### config.mk
export PLATFORM = sky130hd
export DESIGN_NAME = sfc_top
export DESIGN_NICKNAME = d
export VERILOG_FILES = /design/src/sfc_pkg.sv /design/src/sfc_top.sv
export SDC_FILE = /design/constraint.sdc
export NUM_CORES = 1
export LEC_CHECK = 0
export ABC_AREA = 1
export BUFFER_PORTS_ARGS = -buffer_cell sky130_fd_sc_hd__buf_2
export CORE_MARGIN = 5
export CORE_UTILIZATION = 53
export CTS_CLUSTER_SIZE = 10
export DETAILED_ROUTE_END_ITERATION = 8
export MAX_ROUTING_LAYER = met4
export PLACE_DENSITY = 0.77
export SYNTH_ARGS = -nofsm -noshare
export SYNTH_HDL_FRONTEND = slang
export SYNTH_SLANG_ARGS = --single-unit
### constraint.sdc
create_clock -name clk_i -period 3.22 [get_ports clk_i]
set_clock_uncertainty 0.2 [all_clocks]
set_input_delay 0 -clock clk_i [delete_from_list [all_inputs] [get_ports clk_i]]
set_output_delay 0 -clock clk_i [all_outputs]
set_load 0.05 [all_outputs]
### src/sfc_pkg.sv
// Package for the SPI FIFO controller: register map, fields and bus carriers.
// =====================================================================
package sfc_pkg;
  // =====================================================================
  // Register byte addresses.
  localparam logic [31:0] SFC_STAT_ADR = 32'h4002C000;
  localparam logic [31:0] SFC_RXB_ADR = 32'h4002C004;
  localparam logic [31:0] SFC_TXB_ADR = 32'h4002C008;
  localparam logic [31:0] SFC_RATE_ADR = 32'h4002C00C;
  localparam logic [31:0] SFC_SETUP_ADR = 32'h4002C010;
  localparam logic [31:0] SFC_DMA_ADR = 32'h4002C014;
  // Reset values.
  localparam logic [15:0] SFC_SETUP_RST = 16'h0000;
  localparam logic [8:0] SFC_RATE_RST = 9'h000;
  localparam logic [2:0] SFC_DMA_RST = 3'h0;
  // =====================================================================
  // Setup register fields.
  localparam int SFC_S_EN = 0;
  localparam int SFC_S_MST = 1;
  localparam int SFC_S_CPHA = 2;
  localparam int SFC_S_CPOL = 3;
  localparam int SFC_S_LSB = 5;
  localparam int SFC_S_TRIG = 6;
  localparam int SFC_S_ZERO = 7;
  localparam int SFC_S_LOOP = 10;
  localparam int SFC_S_STRM = 11;
  localparam int SFC_S_RPRG = 12;
  localparam int SFC_S_TPRG = 13;
  localparam int SFC_S_THR = 14;
  // Rate register fields.
  localparam int SFC_R_HFM = 6;
  localparam int SFC_R_BCC = 7;
  localparam int SFC_R_CSIRQ = 8;
  // Status register fields.
  localparam int SFC_T_IRQ = 0;
  localparam int SFC_T_TXCNT = 1;
  localparam int SFC_T_TXUR = 4;
  localparam int SFC_T_TXF = 5;
  localparam int SFC_T_RXF = 6;
  localparam int SFC_T_RXOF = 7;
  localparam int SFC_T_RXCNT = 8;
  localparam int SFC_T_ABORT = 12;
  localparam int SFC_T_FALL = 13;
  localparam int SFC_T_RISE = 14;
  localparam int SFC_T_BUSY = 15;
  // =====================================================================
  // Bus carriers.
  typedef struct packed {
    logic cyc;
    logic stb;
    logic we;
    logic [31:0] adr;
    logic [3:0] sel;
    logic [31:0] dat;
  } sfc_wb_req_t;
  typedef struct packed {
    logic ack;
    logic [31:0] dat;
  } sfc_wb_rsp_t;
endpackage

### src/sfc_top.sv
// SPI FIFO controller: Wishbone slave, FIFOs, master and slave serial engine.
`timescale 1ns/1ps
`default_nettype none
module sfc_top #(
  parameter int DEPTH = 4
) (
  input wire logic clk_i,
  input wire logic rst_i,
  input wire sfc_pkg::sfc_wb_req_t wb_i,
  output var sfc_pkg::sfc_wb_rsp_t wb_o,
  output logic irq_o,
  output logic sclk_o,
  output logic cs_n_o,
  output logic mosi_o,
  input wire logic miso_i,
  input wire logic returned_serial_clock_i,
  input wire logic sclk_i,
  input wire logic cs_n_i,
  input wire logic mosi_i,
  output logic miso_o,
  output logic miso_oe_n_o
);
  import sfc_pkg::*;

  localparam int AW = $clog2(DEPTH);
  localparam int CW = AW + 1;

  // The threshold field reaches four bytes, so the FIFO must hold four.
  if (DEPTH < 4 || (1 << AW) != DEPTH) begin : g_chk
    $error("DEPTH must be a power of two and at least 4.");
  end

  typedef enum logic [1:0] {SFC_IDLE, SFC_LEAD, SFC_TRAIL, SFC_GAP} sfc_state_t;

  // Reverses bit order for LSB-first transfers.
  function automatic logic [7:0] rev8(input logic [7:0] v);
    logic [7:0] r;
    r = 8'h00;
    for (int i = 0; i < 8; i++) begin
      r[i] = v[7 - i];
    end
    return r;
  endfunction

  // =====================================================================
  // State declarations.
  logic [15:0] setup_q; // Setup register.
  logic [8:0] rate_q; // Rate register.
  logic [2:0] dma_q; // DMA enable register.
  logic ack_q;
  logic [31:0] rdat_q;
  logic [7:0] txm [DEPTH]; // Transmit storage.
  logic [7:0] rxm [DEPTH]; // Receive storage.
  logic [AW-1:0] twp_q, trp_q, rwp_q, rrp_q;
  logic [CW-1:0] tcnt_q, rcnt_q;
  logic f_txur_q, f_tx_q, f_rx_q, f_rxof_q, f_abort_q, f_fall_q, f_rise_q;
  logic irq_q;
  sfc_state_t st_q;
  logic [5:0] div_q; // Half-period counter.
  logic [2:0] mbit_q; // Master bit counter.
  logic gap_q; // Second half of the stall period.
  logic pend_q; // A software trigger waits for the engine.
  logic sclk_q, cs_q, out_q, oe_n_q;
  logic [7:0] tx_sh_q, rx_sh_q, last_q;
  logic [2:0] rbit_q; // Receive bit counter, shared by both modes.
  logic [1:0] tdone_q; // Bytes sent since the last transmit flag.
  logic sclk_prev_q, cs_prev_q, ret_prev_q, cs_seen_q;

  // =====================================================================
  // Decoded controls.
  logic en, mst, slv, cpha, cpol, lsb, trig, idle_zero_fill, loopb, strm, rprg, tprg;
  logic high_speed_sampling, bcc, csirq, dma;
  logic [1:0] thr;
  assign en = setup_q[SFC_S_EN];
  assign mst = en & setup_q[SFC_S_MST];
  assign slv = en & ~setup_q[SFC_S_MST];
  assign cpha = setup_q[SFC_S_CPHA];
  assign cpol = setup_q[SFC_S_CPOL];
  assign lsb = setup_q[SFC_S_LSB];
  assign trig = setup_q[SFC_S_TRIG];
  assign idle_zero_fill = setup_q[SFC_S_ZERO];
  assign loopb = setup_q[SFC_S_LOOP];
  assign strm = setup_q[SFC_S_STRM];
  assign rprg = setup_q[SFC_S_RPRG];
  assign tprg = setup_q[SFC_S_TPRG];
  assign thr = setup_q[SFC_S_THR +: 2];
  assign high_speed_sampling = rate_q[SFC_R_HFM];
  assign bcc = rate_q[SFC_R_BCC];
  assign csirq = rate_q[SFC_R_CSIRQ];
  assign dma = dma_q[0];

  // =====================================================================
  // Bus decode. Every access is answered one cycle after it is seen.
  logic acc, rd_rx, wr_tx, rd_st;
  assign acc = wb_i.cyc & wb_i.stb & ~ack_q;
  assign rd_rx = acc & ~wb_i.we & (wb_i.adr == SFC_RXB_ADR);
  assign rd_st = acc & ~wb_i.we & (wb_i.adr == SFC_STAT_ADR);
  // Writes are refused while the transmit purge is held.
  assign wr_tx = acc & wb_i.we & (wb_i.adr == SFC_TXB_ADR) & wb_i.sel[0] & ~tprg;

  // Push and pop counts for both FIFOs; a write that does not fit is dropped.
  logic [1:0] tpush_n, rpop_n;
  logic [CW-1:0] tfree;
  assign tfree = CW'(DEPTH) - tcnt_q;
  always_comb begin
    tpush_n = 2'd0;
    if (wr_tx) begin
      // The second byte only counts for half-word DMA access.
      if (dma & wb_i.sel[1]) begin
        tpush_n = (tfree >= CW'(2)) ? 2'd2 : 2'd0;
      end else begin
        tpush_n = (tfree != '0) ? 2'd1 : 2'd0;
      end
    end
    rpop_n = 2'd0;
    if (rd_rx) begin
      if (dma & (rcnt_q >= CW'(2))) begin
        rpop_n = 2'd2;
      end else if (rcnt_q != '0) begin
        rpop_n = 2'd1;
      end
    end
  end

  // =====================================================================
  // Serial engine events.
  logic tick, m_start, lead_t, trail_t, m_done, m_next;
  logic s_edge, s_lead, s_trail, s_fall, s_rise;
  logic load, load_drv, drive, smp, din, rx_done, ret_smp;
  logic [7:0] tx_byte, tx_ord, rx_byte;
  logic tx_have, rx_ok;
  assign tx_have = (tcnt_q != '0);
  // The serial clock half-period is (ratio + 1) core clock cycles.
  assign tick = (div_q == rate_q[5:0]);
  // A pending trigger, or queued data when writes start transfers.
  assign m_start = (st_q == SFC_IDLE) & mst & (pend_q | (trig & tx_have & ~tprg));
  assign lead_t = (st_q == SFC_LEAD) & tick;
  assign trail_t = (st_q == SFC_TRAIL) & tick;
  assign m_done = trail_t & (mbit_q == 3'd7);
  // Streaming continues with the select held while data remains.
  assign m_next = m_done & strm & tx_have & ~tprg;
  assign s_edge = sclk_i != sclk_prev_q;
  assign s_lead = slv & ~cs_n_i & s_edge & (sclk_i != cpol);
  assign s_trail = slv & ~cs_n_i & s_edge & (sclk_i == cpol);
  assign s_fall = slv & cs_prev_q & ~cs_n_i;
  assign s_rise = slv & ~cs_prev_q & cs_n_i;
  assign rx_done = smp & (rbit_q == 3'd7);
  // Slave loads at select fall with the bit count at zero, or after each received byte.
  assign load = m_start | m_next | (s_fall & (rbit_q == 3'd0)) | (slv & ~cs_n_i & rx_done);
  assign load_drv = ~cpha & (m_start | m_next | (s_fall & (rbit_q == 3'd0)));
  assign drive = mst ? ((lead_t & cpha) | (trail_t & ~cpha)) : ((s_lead & cpha) | (s_trail & ~cpha));
  // The returned clock edge on which data is sampled in high-speed mode.
  assign ret_smp = (returned_serial_clock_i != ret_prev_q)
                 & ((returned_serial_clock_i != cpol) == ~cpha);
  assign smp = mst ? (high_speed_sampling ? (ret_smp & ~cs_q) : ((lead_t & ~cpha) | (trail_t & cpha)))
                   : ((s_lead & ~cpha) | (s_trail & cpha));
  // Loopback takes the bit that is being sent.
  assign din = loopb ? out_q : (mst ? miso_i : mosi_i);
  // An empty FIFO, purged or not, sends the last byte or zeros.
  assign tx_byte = tx_have ? txm[trp_q] : (idle_zero_fill ? 8'h00 : last_q);
  // The byte in the order it goes on the wire, first bit in position 7.
  assign tx_ord = lsb ? rev8(tx_byte) : tx_byte;
  assign rx_byte = lsb ? rev8({rx_sh_q[6:0], din}) : {rx_sh_q[6:0], din};
  assign rx_ok = rx_done & ~rprg & (rcnt_q != CW'(DEPTH));

  // =====================================================================
  // Transmit FIFO; the purge holds it empty for as long as it is set.
  always_ff @(posedge clk_i) begin
    if (rst_i || tprg) begin
      twp_q <= '0;
      trp_q <= '0;
      tcnt_q <= '0;
    end else begin
      if (tpush_n != 2'd0) begin
        txm[twp_q] <= wb_i.dat[7:0];
      end
      if (tpush_n == 2'd2) begin
        txm[twp_q + AW'(1)] <= wb_i.dat[15:8];
      end
      twp_q <= twp_q + AW'(tpush_n);
      trp_q <= trp_q + AW'(load & tx_have);
      tcnt_q <= tcnt_q + CW'(tpush_n) - CW'(load & tx_have);
    end
  end

  // =====================================================================
  // Receive FIFO; the purge empties it and drops incoming bytes.
  always_ff @(posedge clk_i) begin
    if (rst_i || rprg) begin
      rwp_q <= '0;
      rrp_q <= '0;
      rcnt_q <= '0;
    end else begin
      if (rx_ok) begin
        rxm[rwp_q] <= rx_byte;
      end
      rwp_q <= rwp_q + AW'(rx_ok);
      rrp_q <= rrp_q + AW'(rpop_n);
      rcnt_q <= rcnt_q + CW'(rx_ok) - CW'(rpop_n);
    end
  end

  // =====================================================================
  // Software registers. Byte lanes are honoured on every write.
  always_ff @(posedge clk_i) begin
    if (rst_i) begin
      setup_q <= SFC_SETUP_RST;
      rate_q <= SFC_RATE_RST;
      dma_q <= SFC_DMA_RST;
    end else if (acc && wb_i.we) begin
      if (wb_i.adr == SFC_SETUP_ADR) begin
        if (wb_i.sel[0]) setup_q[7:0] <= wb_i.dat[7:0];
        if (wb_i.sel[1]) setup_q[15:8] <= wb_i.dat[15:8];
      end else if (wb_i.adr == SFC_RATE_ADR) begin
        if (wb_i.sel[0]) rate_q[7:0] <= wb_i.dat[7:0];
        if (wb_i.sel[1]) rate_q[8] <= wb_i.dat[8];
      end else if (wb_i.adr == SFC_DMA_ADR) begin
        if (wb_i.sel[0]) dma_q <= wb_i.dat[2:0];
      end
    end
  end

  // =====================================================================
  // Bus answer. Unmapped addresses read zero; a write there is ignored.
  logic [31:0] rmux;
  always_comb begin
    rmux = 32'h0000_0000;
    if (wb_i.adr == SFC_STAT_ADR) begin
      rmux[SFC_T_IRQ] = irq_q;
      rmux[SFC_T_TXCNT +: 3] = 3'(tcnt_q);
      rmux[SFC_T_TXUR] = f_txur_q;
      rmux[SFC_T_TXF] = f_tx_q;
      rmux[SFC_T_RXF] = f_rx_q;
      rmux[SFC_T_RXOF] = f_rxof_q;
      rmux[SFC_T_RXCNT +: 3] = 3'(rcnt_q);
      rmux[SFC_T_ABORT] = f_abort_q;
      rmux[SFC_T_FALL] = f_fall_q;
      rmux[SFC_T_RISE] = f_rise_q;
      rmux[SFC_T_BUSY] = (st_q != SFC_IDLE);
    end else if (wb_i.adr == SFC_RXB_ADR) begin
      rmux[7:0] = (rcnt_q != '0) ? rxm[rrp_q] : 8'h00;
      // The upper byte reads zero unless DMA pops two bytes.
      rmux[15:8] = (rpop_n == 2'd2) ? rxm[rrp_q + AW'(1)] : 8'h00;
    end else if (wb_i.adr == SFC_RATE_ADR) begin
      rmux[8:0] = rate_q;
    end else if (wb_i.adr == SFC_SETUP_ADR) begin
      rmux[15:0] = setup_q;
    end else if (wb_i.adr == SFC_DMA_ADR) begin
      rmux[2:0] = dma_q;
    end
  end

  always_ff @(posedge clk_i) begin
    if (rst_i) begin
      ack_q <= 1'b0;
      rdat_q <= 32'h0000_0000;
    end else begin
      ack_q <= acc;
      rdat_q <= (acc && !wb_i.we) ? rmux : 32'h0000_0000;
    end
  end
  assign wb_o.ack = ack_q;
  assign wb_o.dat = rdat_q;

  // =====================================================================
  // Sticky status flags; a status read clears them but a new event wins.
  logic cs_line, cs_flag_ok, set_rx, set_tx;
  assign cs_line = mst ? cs_q : cs_n_i;
  assign cs_flag_ok = csirq & strm & high_speed_sampling;
  // Receive flag once the FIFO reaches the threshold plus one.
  assign set_rx = ~trig & rx_ok & ((rcnt_q + CW'(1)) >= (CW'(thr) + CW'(1)));
  // Transmit flag when the threshold plus one bytes have been taken for sending.
  assign set_tx = trig & load & (tdone_q == thr);
  always_ff @(posedge clk_i) begin
    if (rst_i) begin
      f_txur_q <= 1'b0;
      f_tx_q <= 1'b0;
      f_rx_q <= 1'b0;
      f_rxof_q <= 1'b0;
      f_abort_q <= 1'b0;
      f_fall_q <= 1'b0;
      f_rise_q <= 1'b0;
      irq_q <= 1'b0;
    end else begin
      f_txur_q <= (load & ~tx_have & ~tprg) | (f_txur_q & ~rd_st);
      f_tx_q <= set_tx | (f_tx_q & ~rd_st);
      f_rx_q <= (set_rx & ~rprg) | (f_rx_q & ~rd_st);
      f_rxof_q <= (rx_done & ~rprg & ~rx_ok) | (f_rxof_q & ~rd_st);
      f_abort_q <= (s_rise & (rbit_q != 3'd0)) | (f_abort_q & ~rd_st);
      f_fall_q <= (cs_flag_ok & cs_seen_q & ~cs_line) | (f_fall_q & ~rd_st);
      f_rise_q <= (cs_flag_ok & ~cs_seen_q & cs_line) | (f_rise_q & ~rd_st);
      irq_q <= f_txur_q | f_tx_q | f_rx_q | f_rxof_q | f_abort_q | f_fall_q | f_rise_q;
    end
  end
  assign irq_o = irq_q;

  // =====================================================================
  // Transfer counter for the transmit flag; counts bytes taken for sending.
  always_ff @(posedge clk_i) begin
    if (rst_i || !trig) begin
      tdone_q <= 2'd0;
    end else if (load) begin
      tdone_q <= (tdone_q == thr) ? 2'd0 : tdone_q + 2'd1;
    end
  end

  // =====================================================================
  // Software trigger: with trig clear, a receive read starts a transfer. Writes start one through
  // the queued data alone, so a write taken mid-stream adds no empty frame.
  always_ff @(posedge clk_i) begin
    if (rst_i || !mst) begin
      pend_q <= 1'b0;
    end else if (rd_rx && !trig) begin
      pend_q <= 1'b1;
    end else if (m_start) begin
      pend_q <= 1'b0;
    end
  end

  // =====================================================================
  // Master sequencer: select, clock halves and the one-clock stall.
  always_ff @(posedge clk_i) begin
    if (rst_i || !mst) begin
      st_q <= SFC_IDLE;
      div_q <= 6'd0;
      mbit_q <= 3'd0;
      gap_q <= 1'b0;
      cs_q <= 1'b1;
      sclk_q <= cpol;
    end else begin
      div_q <= (tick || st_q == SFC_IDLE) ? 6'd0 : div_q + 6'd1;
      case (st_q)
        SFC_IDLE: begin
          sclk_q <= cpol;
          if (m_start) begin
            cs_q <= 1'b0;
            mbit_q <= 3'd0;
            st_q <= SFC_LEAD;
          end
        end
        SFC_LEAD: begin
          if (tick) begin
            sclk_q <= ~cpol;
            st_q <= SFC_TRAIL;
          end
        end
        SFC_TRAIL: begin
          if (tick) begin
            sclk_q <= cpol;
            mbit_q <= mbit_q + 3'd1;
            if (m_next) begin
              st_q <= SFC_LEAD;
            end else if (m_done) begin
              // Single-byte mode, or a stream out of data, releases select and stalls one serial clock.
              cs_q <= 1'b1;
              gap_q <= 1'b0;
              st_q <= SFC_GAP;
            end else begin
              st_q <= SFC_LEAD;
            end
          end
        end
        SFC_GAP: begin
          if (tick) begin
            gap_q <= 1'b1;
            if (gap_q) begin
              st_q <= SFC_IDLE;
            end
          end
        end
        default: st_q <= SFC_IDLE;
      endcase
    end
  end

  // =====================================================================
  // Shift data out; the same bit feeds the master and slave data pins.
  always_ff @(posedge clk_i) begin
    if (rst_i) begin
      tx_sh_q <= 8'h00;
      out_q <= 1'b0;
      last_q <= 8'h00;
    end else if (load) begin
      if (tx_have) begin
        last_q <= txm[trp_q];
      end
      if (load_drv) begin
        out_q <= tx_ord[7];
        tx_sh_q <= {tx_ord[6:0], 1'b0};
      end else begin
        tx_sh_q <= tx_ord;
      end
    end else if (drive) begin
      out_q <= tx_sh_q[7];
      tx_sh_q <= tx_sh_q << 1;
    end
  end
  assign mosi_o = out_q;
  assign miso_o = out_q;

  // =====================================================================
  // Shift data in and count received bits; handles select aborts.
  always_ff @(posedge clk_i) begin
    if (rst_i || !en) begin
      rx_sh_q <= 8'h00;
      rbit_q <= 3'd0;
    end else if (s_rise && bcc) begin
      rbit_q <= 3'd0;
    end else if (smp) begin
      // Without counter clear an abort leaves the count where it stopped.
      rx_sh_q <= {rx_sh_q[6:0], din};
      rbit_q <= rbit_q + 3'd1;
    end
  end

  // =====================================================================
  // Pin history for edge detection and the slave output enable.
  always_ff @(posedge clk_i) begin
    if (rst_i) begin
      sclk_prev_q <= 1'b0;
      cs_prev_q <= 1'b1;
      ret_prev_q <= 1'b0;
      cs_seen_q <= 1'b1;
      oe_n_q <= 1'b1;
    end else begin
      sclk_prev_q <= sclk_i;
      cs_prev_q <= cs_n_i;
      ret_prev_q <= returned_serial_clock_i;
      cs_seen_q <= cs_line;
      oe_n_q <= ~(slv & ~cs_n_i);
    end
  end
  assign miso_oe_n_o = oe_n_q;
  assign sclk_o = sclk_q;
  assign cs_n_o = cs_q;

endmodule // sfc_top
`default_nettype wire

==> results of run 1 <==
-- kinds of logic (layout without fill, tap and decap cells) --
| kind of cell | after synthesis | count (layout) |
|---|---|---|
| adder cells (fa/ha/maj) | 33 | 33 |
| flip-flops | 180 | 180 |
| XOR/XNOR | 16 | 16 |
| other | 1 | 16 |
| AO/OA/AOI/OAI | 239 | 239 |
| AND/OR/NAND/NOR | 494 | 494 |
| buffers and inverters | 224 | 365 |
-- timing repair --
action | 4_1_cts | 5_1_grt
hold buffers | 42 | 0
resized for setup | 0 | 30
endpoints found under the hold margin | 92 | 0
setup endpoints to repair | 1 | 7
buffers inserted | 1 | 6
pin swaps | 1 | 10
-- through the flow --
step	TNS, ps	cell area, um2	setup slack [ps]
2_1_floorplan	0	9530	5.24
3_3_place_gp	0	10200	125
3_5_place_dp	0	10200	2.64
4_1_cts	0	11100	38.7
5_1_grt	-23.0	11300	-23.0
6_report	0	11300	152
-- placed cells by master (no fill, tap or decap), types with 6 or more instances in the layout --
cell / count
buf_4: 42
buf_2: 82
a21oi_1: 48
nor2_1: 91
o21ai_0: 85
a21oi_2: 9
ha_1: 27
dlygate4sd3_1: 42
inv_2: 8
dfxtp_2: 9
xor2_1: 9
nor3_1: 21
clkbuf_16: 17
o2111ai_1: 7
conb_1: 16
nand2_1: 248
o22ai_1: 22
a211oi_1: 23
nand4_1: 19
nand3_1: 74
inv_1: 155
xnor2_1: 6
dfxtp_1: 106
o211ai_1: 11
edfxtp_1: 65
o21ai_1: 7
-- flip-flops by register name, summed over array words and instances, names as in the netlist, 2 cells and up --
register	flops
tx_sh_q	8
dma_q	3
st_q	2
rbit_q	3
rcnt_q	3
tcnt_q	3
rxm	32
setup_q	16
twp_q	2
rx_sh_q	7
rwp_q	2
trp_q	2
rrp_q	2
rate_q	9
rdat_q	16
last_q	8
tdone_q	2
mbit_q	3
div_q	6
txm	32
-- metal layers --
layer	up-vias	track usage, %	share of wire (%)
li1	4240	-	-
met1	4061	30.1	39
met2	298	45.1	50
met3	90	5.26	5.9
met4	0	12.4	4.3
met5	-	-	0
-- synth_stat cells, types with 4 or more instances --
| cell | number |
|---|---|
| or2_2 | 6 |
| buf_2 | 13 |
| inv_2 | 7 |
| o221ai_1 | 5 |
| dfxtp_1 | 115 |
| a22o_1 | 5 |
| inv_1 | 157 |
| a21oi_2 | 8 |
| a211oi_1 | 23 |
| o21ai_0 | 86 |
| nor2_1 | 93 |
| o22ai_1 | 22 |
| ha_1 | 31 |
| o21ai_1 | 6 |
| nand2_1 | 251 |
| o2111ai_1 | 7 |
| xor2_1 | 10 |
| o31ai_1 | 4 |
| nand3_2 | 4 |
| nand4_1 | 19 |
| edfxtp_1 | 65 |
| nor3_1 | 22 |
| a21oi_1 | 49 |
| nor4_1 | 5 |
| xnor2_1 | 6 |
| o211ai_1 | 11 |
| clkbuf_1 | 21 |
| nand3_1 | 74 |
| buf_4 | 19 |
-- worst max-delay path, stage by stage (launching register included) --
cell	delay, ps
dfxtp_2	350
inv_1	50
nand2_1	50
nand2_1	60
nor2_2	150
nand3_2	120
o21bai_4	130
nand3_2	120
a21boi_4	220
nand2_4	100
nor3_4	180
inv_1	60
ha_1	280
inv_1	60
ha_1	130
inv_1	50
fa_2	330
or2_4	250
a21oi_2	100
-- cell type report --
cell class / instances / area (um2) / share of cell area (%)
clock inverter: 14 / 114 / 1.01
tap: 225 / 282 / 2.50
inverter: 167 / 629 / 5.58
clock buffer: 18 / 429 / 3.81
timing repair buffer: 166 / 1150 / 10.2
multi-input combinational: 798 / 4410 / 39.1
sequential: 180 / 4270 / 37.8
-- final timing paths --
| path | to | slack, ps | depth (start not counted) |
|---|---|---|---|
| worst max-delay path | rcnt_q[2]$_SDFF_PP0_ | 150 | 18 |
| worst min-delay path | rdat_q[4]$_SDFF_PP0_ | 20 | 5 |
| worst max register to register | rcnt_q[2]$_SDFF_PP0_ | 150 | 18 |
| worst min register to register | div_q[0]$_SDFF_PP0_ | 240 | 1 |
-- power by group through the flow --
stage          logic, mW  clock network [mW]  registers (mW)
6_report           0.214                1.96            2.35
5_1_grt            0.229                2.07            2.35
3_3_place_gp       0.175                   0            2.40
2_1_floorplan      0.117                   0            2.40
3_5_place_dp       0.179                   0            2.40
4_1_cts            0.209                1.97            2.35
==> results.md, run 1 <==
* Post-synthesis sequential area ratio at 45.0%
* Vias per cell at 5.54
* Minimum clock period at 3070 ps
* Number of H-tree levels at 4
* Setup CP Type: flip-flop to flip-flop
* Leak at 4.82 nW
* GP Congestion at 0.921
* Io pins at 117
* Width of the die at 144 um
* Final std cells w/o fill at 1568
* Switching Fraction at 23.1%
* Unique cell type count in the Yosys netlist at 54
* Vias at 8689
* Root Buffer: clkbuf_16
* Core Util, Final at 64.7%
* # setup viols final at 0
* Worst hold path type: input pin to flip-flop
* Die Footprint at 20600 um2
* CP Launch Type: flip-flop
* Complex-gate fraction of the synthesized area at 15.7%
* Combinational fraction of design power at 4.7%
* Xor and xnor area share after synthesis at 1.48%
* Ys flop type: dfxtp_1
* Pint at 3.48 mW
* First-pass GRT wire length at 41.6 mm
* P&R area growth vs syn at 19.2%
* Number of remaining DRC errors at 0
* Max-slew headroom at 55.5%
* Clk_lat worst skew at 440 ps
* Crit path max fanout at 3
* Largest family of logic cells by synthesized area: simple AND/OR/NAND/NOR gates
* Worst slew pin tran at 660 ps
* Initial antenna violation count at 0
* 1st-pass router iterations at 6
* Cells after synthesis at 1187
* TritonCTS Sinks at 180
* Post-synth ARST share at 0%
* Fill cell count at 1447
* EDFF count, synth at 65
* Nets at 1441
* Data required time at the worst endpoint at 3400 ps
* Hold Vio Cnt, Final at 0
* Clock Path Buffers at 2
* Adder-cell area share of the yosys netlist at 4.53%
* Final count of pins violating max slew at 0
* Antenna cells at 0
* Syn Area/Cell at 7.97 um2
* Iteration-0 DRC Markers at 813
* Total CTS buffers at 17
* # Max-Cap Violations at 0
* Max rail drop VDD at 0.432 mV
* Tcrit/Tclk final at 95.3%
* Number of global-route vias before repair at 8414
* TritonCTS clock tree: done
* Worst path arrival time at 3250 ps
* Total Routing Usage GR at 26.5%
* Largest net degree at the start of global routing at 36
* Worst r2r src: rate_q[3]$_SDFFE_PP0P_
* Smallest hold slack at 16.8 ps
* Critical path endpoint category: flip-flop
* PD cells at 401 nW/um2
* Status: finished, final reports clean
* # placed instances at 1487
* DRT antenna net count at 0
* Layout cells sized above 1 at 16.5%
* Clk pin slew, worst setup/hold paths at 70 ps
* Post-Syn Area at 9460 um2
* Die height at 144 um
* Core Region at 17400 um2
* Min-Delay Startpoint: wb_i[43]
* Grt total ovfl at 0
* Num rows at 48
* DP HPWL at 18.8 mm
* Pwr Total at 4.52 mW
* Post-synthesis simple-gate area fraction at 23.3%
* YS warnings at 0
* Clock network fraction of total power at 43.3%
* Initial Util at 54.3%
* Max Fclk at 0.326 GHz
* FF+latch count, synth at 180
* Reg power frac at 52.0%
* Wire per inst at 16.8 um
* Number of port buffers at 82
* Setup crit start: rate_q[3]$_SDFFE_PP0P_
* Mux cell area share after synthesis at 0%
* Detailed Route WL at 26.4 mm
* Area contributors post-synth: dfxtp_1, edfxtp_1, nand2_1
* Synth area leader: dfxtp_1
* Top-area cell type share of the netlist area at 24.3%
* Net Sw Power at 1.04 mW
Power figures use the tool's default switching activity.
==> run 2, diff against run 1 <==
--- a/config.mk
+++ b/config.mk
@@ -8,11 +8,10 @@
 export ABC_AREA = 1
 export BUFFER_PORTS_ARGS = -buffer_cell sky130_fd_sc_hd__buf_2
 export CORE_MARGIN = 5
-export CORE_UTILIZATION = 53
+export CORE_UTILIZATION = 38
 export CTS_CLUSTER_SIZE = 10
 export DETAILED_ROUTE_END_ITERATION = 8
 export MAX_ROUTING_LAYER = met4
-export PLACE_DENSITY = 0.77
 export SYNTH_ARGS = -nofsm -noshare
 export SYNTH_HDL_FRONTEND = slang
 export SYNTH_SLANG_ARGS = --single-unit
==> run 2 against run 1 <==
Against the previous run: first-iteration DRC count decreased by 31%; final cell count increased by 6.3%; clock power increased by 7%; register-to-register slack improved by 20 ps; core utilization decreased by 18 points; critical path depth unchanged; critical endpoint unchanged; largest power group unchanged.
==> results.md, run 2 (same netlist as run 1, synthesis figures left out) <==
* Status: finished, final reports clean
* Crit-path slowest cell: dfxtp_1
* Tcrit/Tclk final at 94.5%
* Commonest non-fill, non-tap cell in the layout: nand2_1
* Number of remaining DRC errors at 0
* Setup TNS Final at 0 ps
* TritonCTS clock tree: done
* Detailed Route WL at 26.7 mm
* Levels on crit path at 18
* DRT antenna net count at 0
* Regs by FF count: rxm: 32 flops, txm: 32 flops
* # placed instances at 1586
* Smallest hold slack at 20.7 ps
* Die Footprint at 28100 um2
* Die height at 168 um
* Width of the die at 168 um
* Initial antenna violation count at 0
* PD cells at 408 nW/um2
* Iteration-0 DRC Markers at 558
* Worst path arrival time at 3230 ps
* Final std cells w/o fill at 1667
* Num rows at 57
* Wire per inst at 16.0 um
* Worst path cell trace: inv_1, nand2_1, nand2_1, nor2_2, nand3_2, o21bai_4, nand3_2, a21boi_4, nand2_2, nor3_4, inv_1, ha_1, inv_1, ha_1, inv_1, fa_2, or2_4, a21oi_2
* Vias at 8460
* Leak at 4.83 nW
* DP HPWL at 19.6 mm
* Pwr Total at 4.67 mW
* WP buf/inv at 4
* P&R area growth vs syn at 21.0%
* R2R Path End: rcnt_q[2]$_SDFF_PP0_
* GP Congestion at 0.915
* Data required time at the worst endpoint at 3400 ps
* Most used cell, CP: inv_1
* Final count of pins violating max slew at 0
* Max Fclk at 0.328 GHz
* R2R depth at 18
* Grt total ovfl at 0
* Clk pin slew, worst setup/hold paths at 70 ps
* R2R setup slack at 180 ps
* CP Launch Type: flip-flop
* Clock Path Buffers at 2
* Root Buffer: clkbuf_16
* Crit path max fanout at 3
* TritonCTS Sinks at 180
* Fill cell count at 2385
* Nets at 1441
* Number of global-route vias before repair at 8116
* Clk_lat worst skew at 440 ps
* # setup viols final at 0
* Critical path endpoint category: flip-flop
* Number of port buffers at 82
* Most frequent cells in the layout: nand2_1, inv_1, dfxtp_1
* Worst r2r src: div_q[5]$_SDFF_PP0_
* Hold Vio Cnt, Final at 0
* Minimum clock period at 3040 ps
* Setup crit start: div_q[5]$_SDFF_PP0_
* Antenna cells at 0
* Total CTS buffers at 17
* Core Region at 24400 um2
* Worst slew pin tran at 715 ps
* Io pins at 117
* Crit path to: rcnt_q[2]$_SDFF_PP0_
* Initial Util at 38.8%
* Largest net degree at the start of global routing at 36
* Top delay family on crit path: simple AND/OR/NAND/NOR gates
* Max-slew headroom at 52.3%
* Max stage delay on crit path at 370 ps
* Setup CP Type: flip-flop to flip-flop
* # Max-Cap Violations at 0
* First-pass GRT wire length at 42.8 mm
* Max rail drop VDD at 0.356 mV
* Layout cells sized above 1 at 15.9%
* Worst hold path type: input pin to flip-flop
* Number of H-tree levels at 4
* Core Util, Final at 46.9%
* 1st-pass router iterations at 6
* Total Routing Usage GR at 19.6%
* Vias per cell at 5.07
-- run 2: worst min-delay path by stage --
stage	start	endpoint	slack [ps]	cells after the start
floorplan	cs_n_i	cs_prev_q$_SDFF_PP1_	-100	1
global placement	returned_serial_clock_i	ret_prev_q$_SDFF_PP0_	30	3
detailed placement	returned_serial_clock_i	ret_prev_q$_SDFF_PP0_	30	3
CTS	wb_i[59]	rdat_q[3]$_SDFF_PP0_	20	7
global route	wb_i[59]	rdat_q[3]$_SDFF_PP0_	70	7
finish	wb_i[59]	rdat_q[3]$_SDFF_PP0_	20	7
-- run 2: area by class of cell --
class / instances / area, um2 / share of cell area (%)
inverter: 167 / 629 / 5.50
clock inverter: 15 / 163 / 1.42
timing repair buffer: 166 / 1160 / 10.1
sequential: 180 / 4260 / 37.2
multi-input combinational: 798 / 4400 / 38.5
tap: 324 / 405 / 3.54
clock buffer: 17 / 425 / 3.72
-- run 2: repair_timing --
item,CTS,global route
hold endpoints to repair,91,0
hold buffers,46,0
setup buffers,0,3
gates resized for setup,0,22
setup endpoints to repair,0,2
-- run 2: power by group --
part	switching, mW	internal, mW	leakage, nW
logic	0.142	0.0779	2.97
registers	0.00125	2.35	1.58
clock network	1.00	1.10	0.282
-- run 2: routing by layer --
| metal | track usage (%) | wire length, um | vias up |
|---|---|---|---|
| li1 | - | - | 4245 |
| met1 | 24.5 | 11600 | 3941 |
| met2 | 32.4 | 13000 | 222 |
| met3 | 3.02 | 1340 | 52 |
| met4 | 6.81 | 809 | 0 |
| met5 | - | 0 | - |
-- run 2: metrics by stage --
| stage | instance area (um2) | worst slack, ps |
|---|---|---|
| 5_1_grt | 11400 | -2.17 |
| 6_report | 11400 | 176 |
| 3_3_place_gp | 10300 | 112 |
| 2_1_floorplan | 9530 | 5.24 |
| 3_5_place_dp | 10300 | 59.3 |
| 4_1_cts | 11300 | 37.5 |
-- run 2: tightest hold or removal path: stages --
cell,delay [ps]
buf_2,90
nor4_1,50
nand3_1,70
nor3_1,40
nand2_1,200
o211ai_1,120
inv_1,60
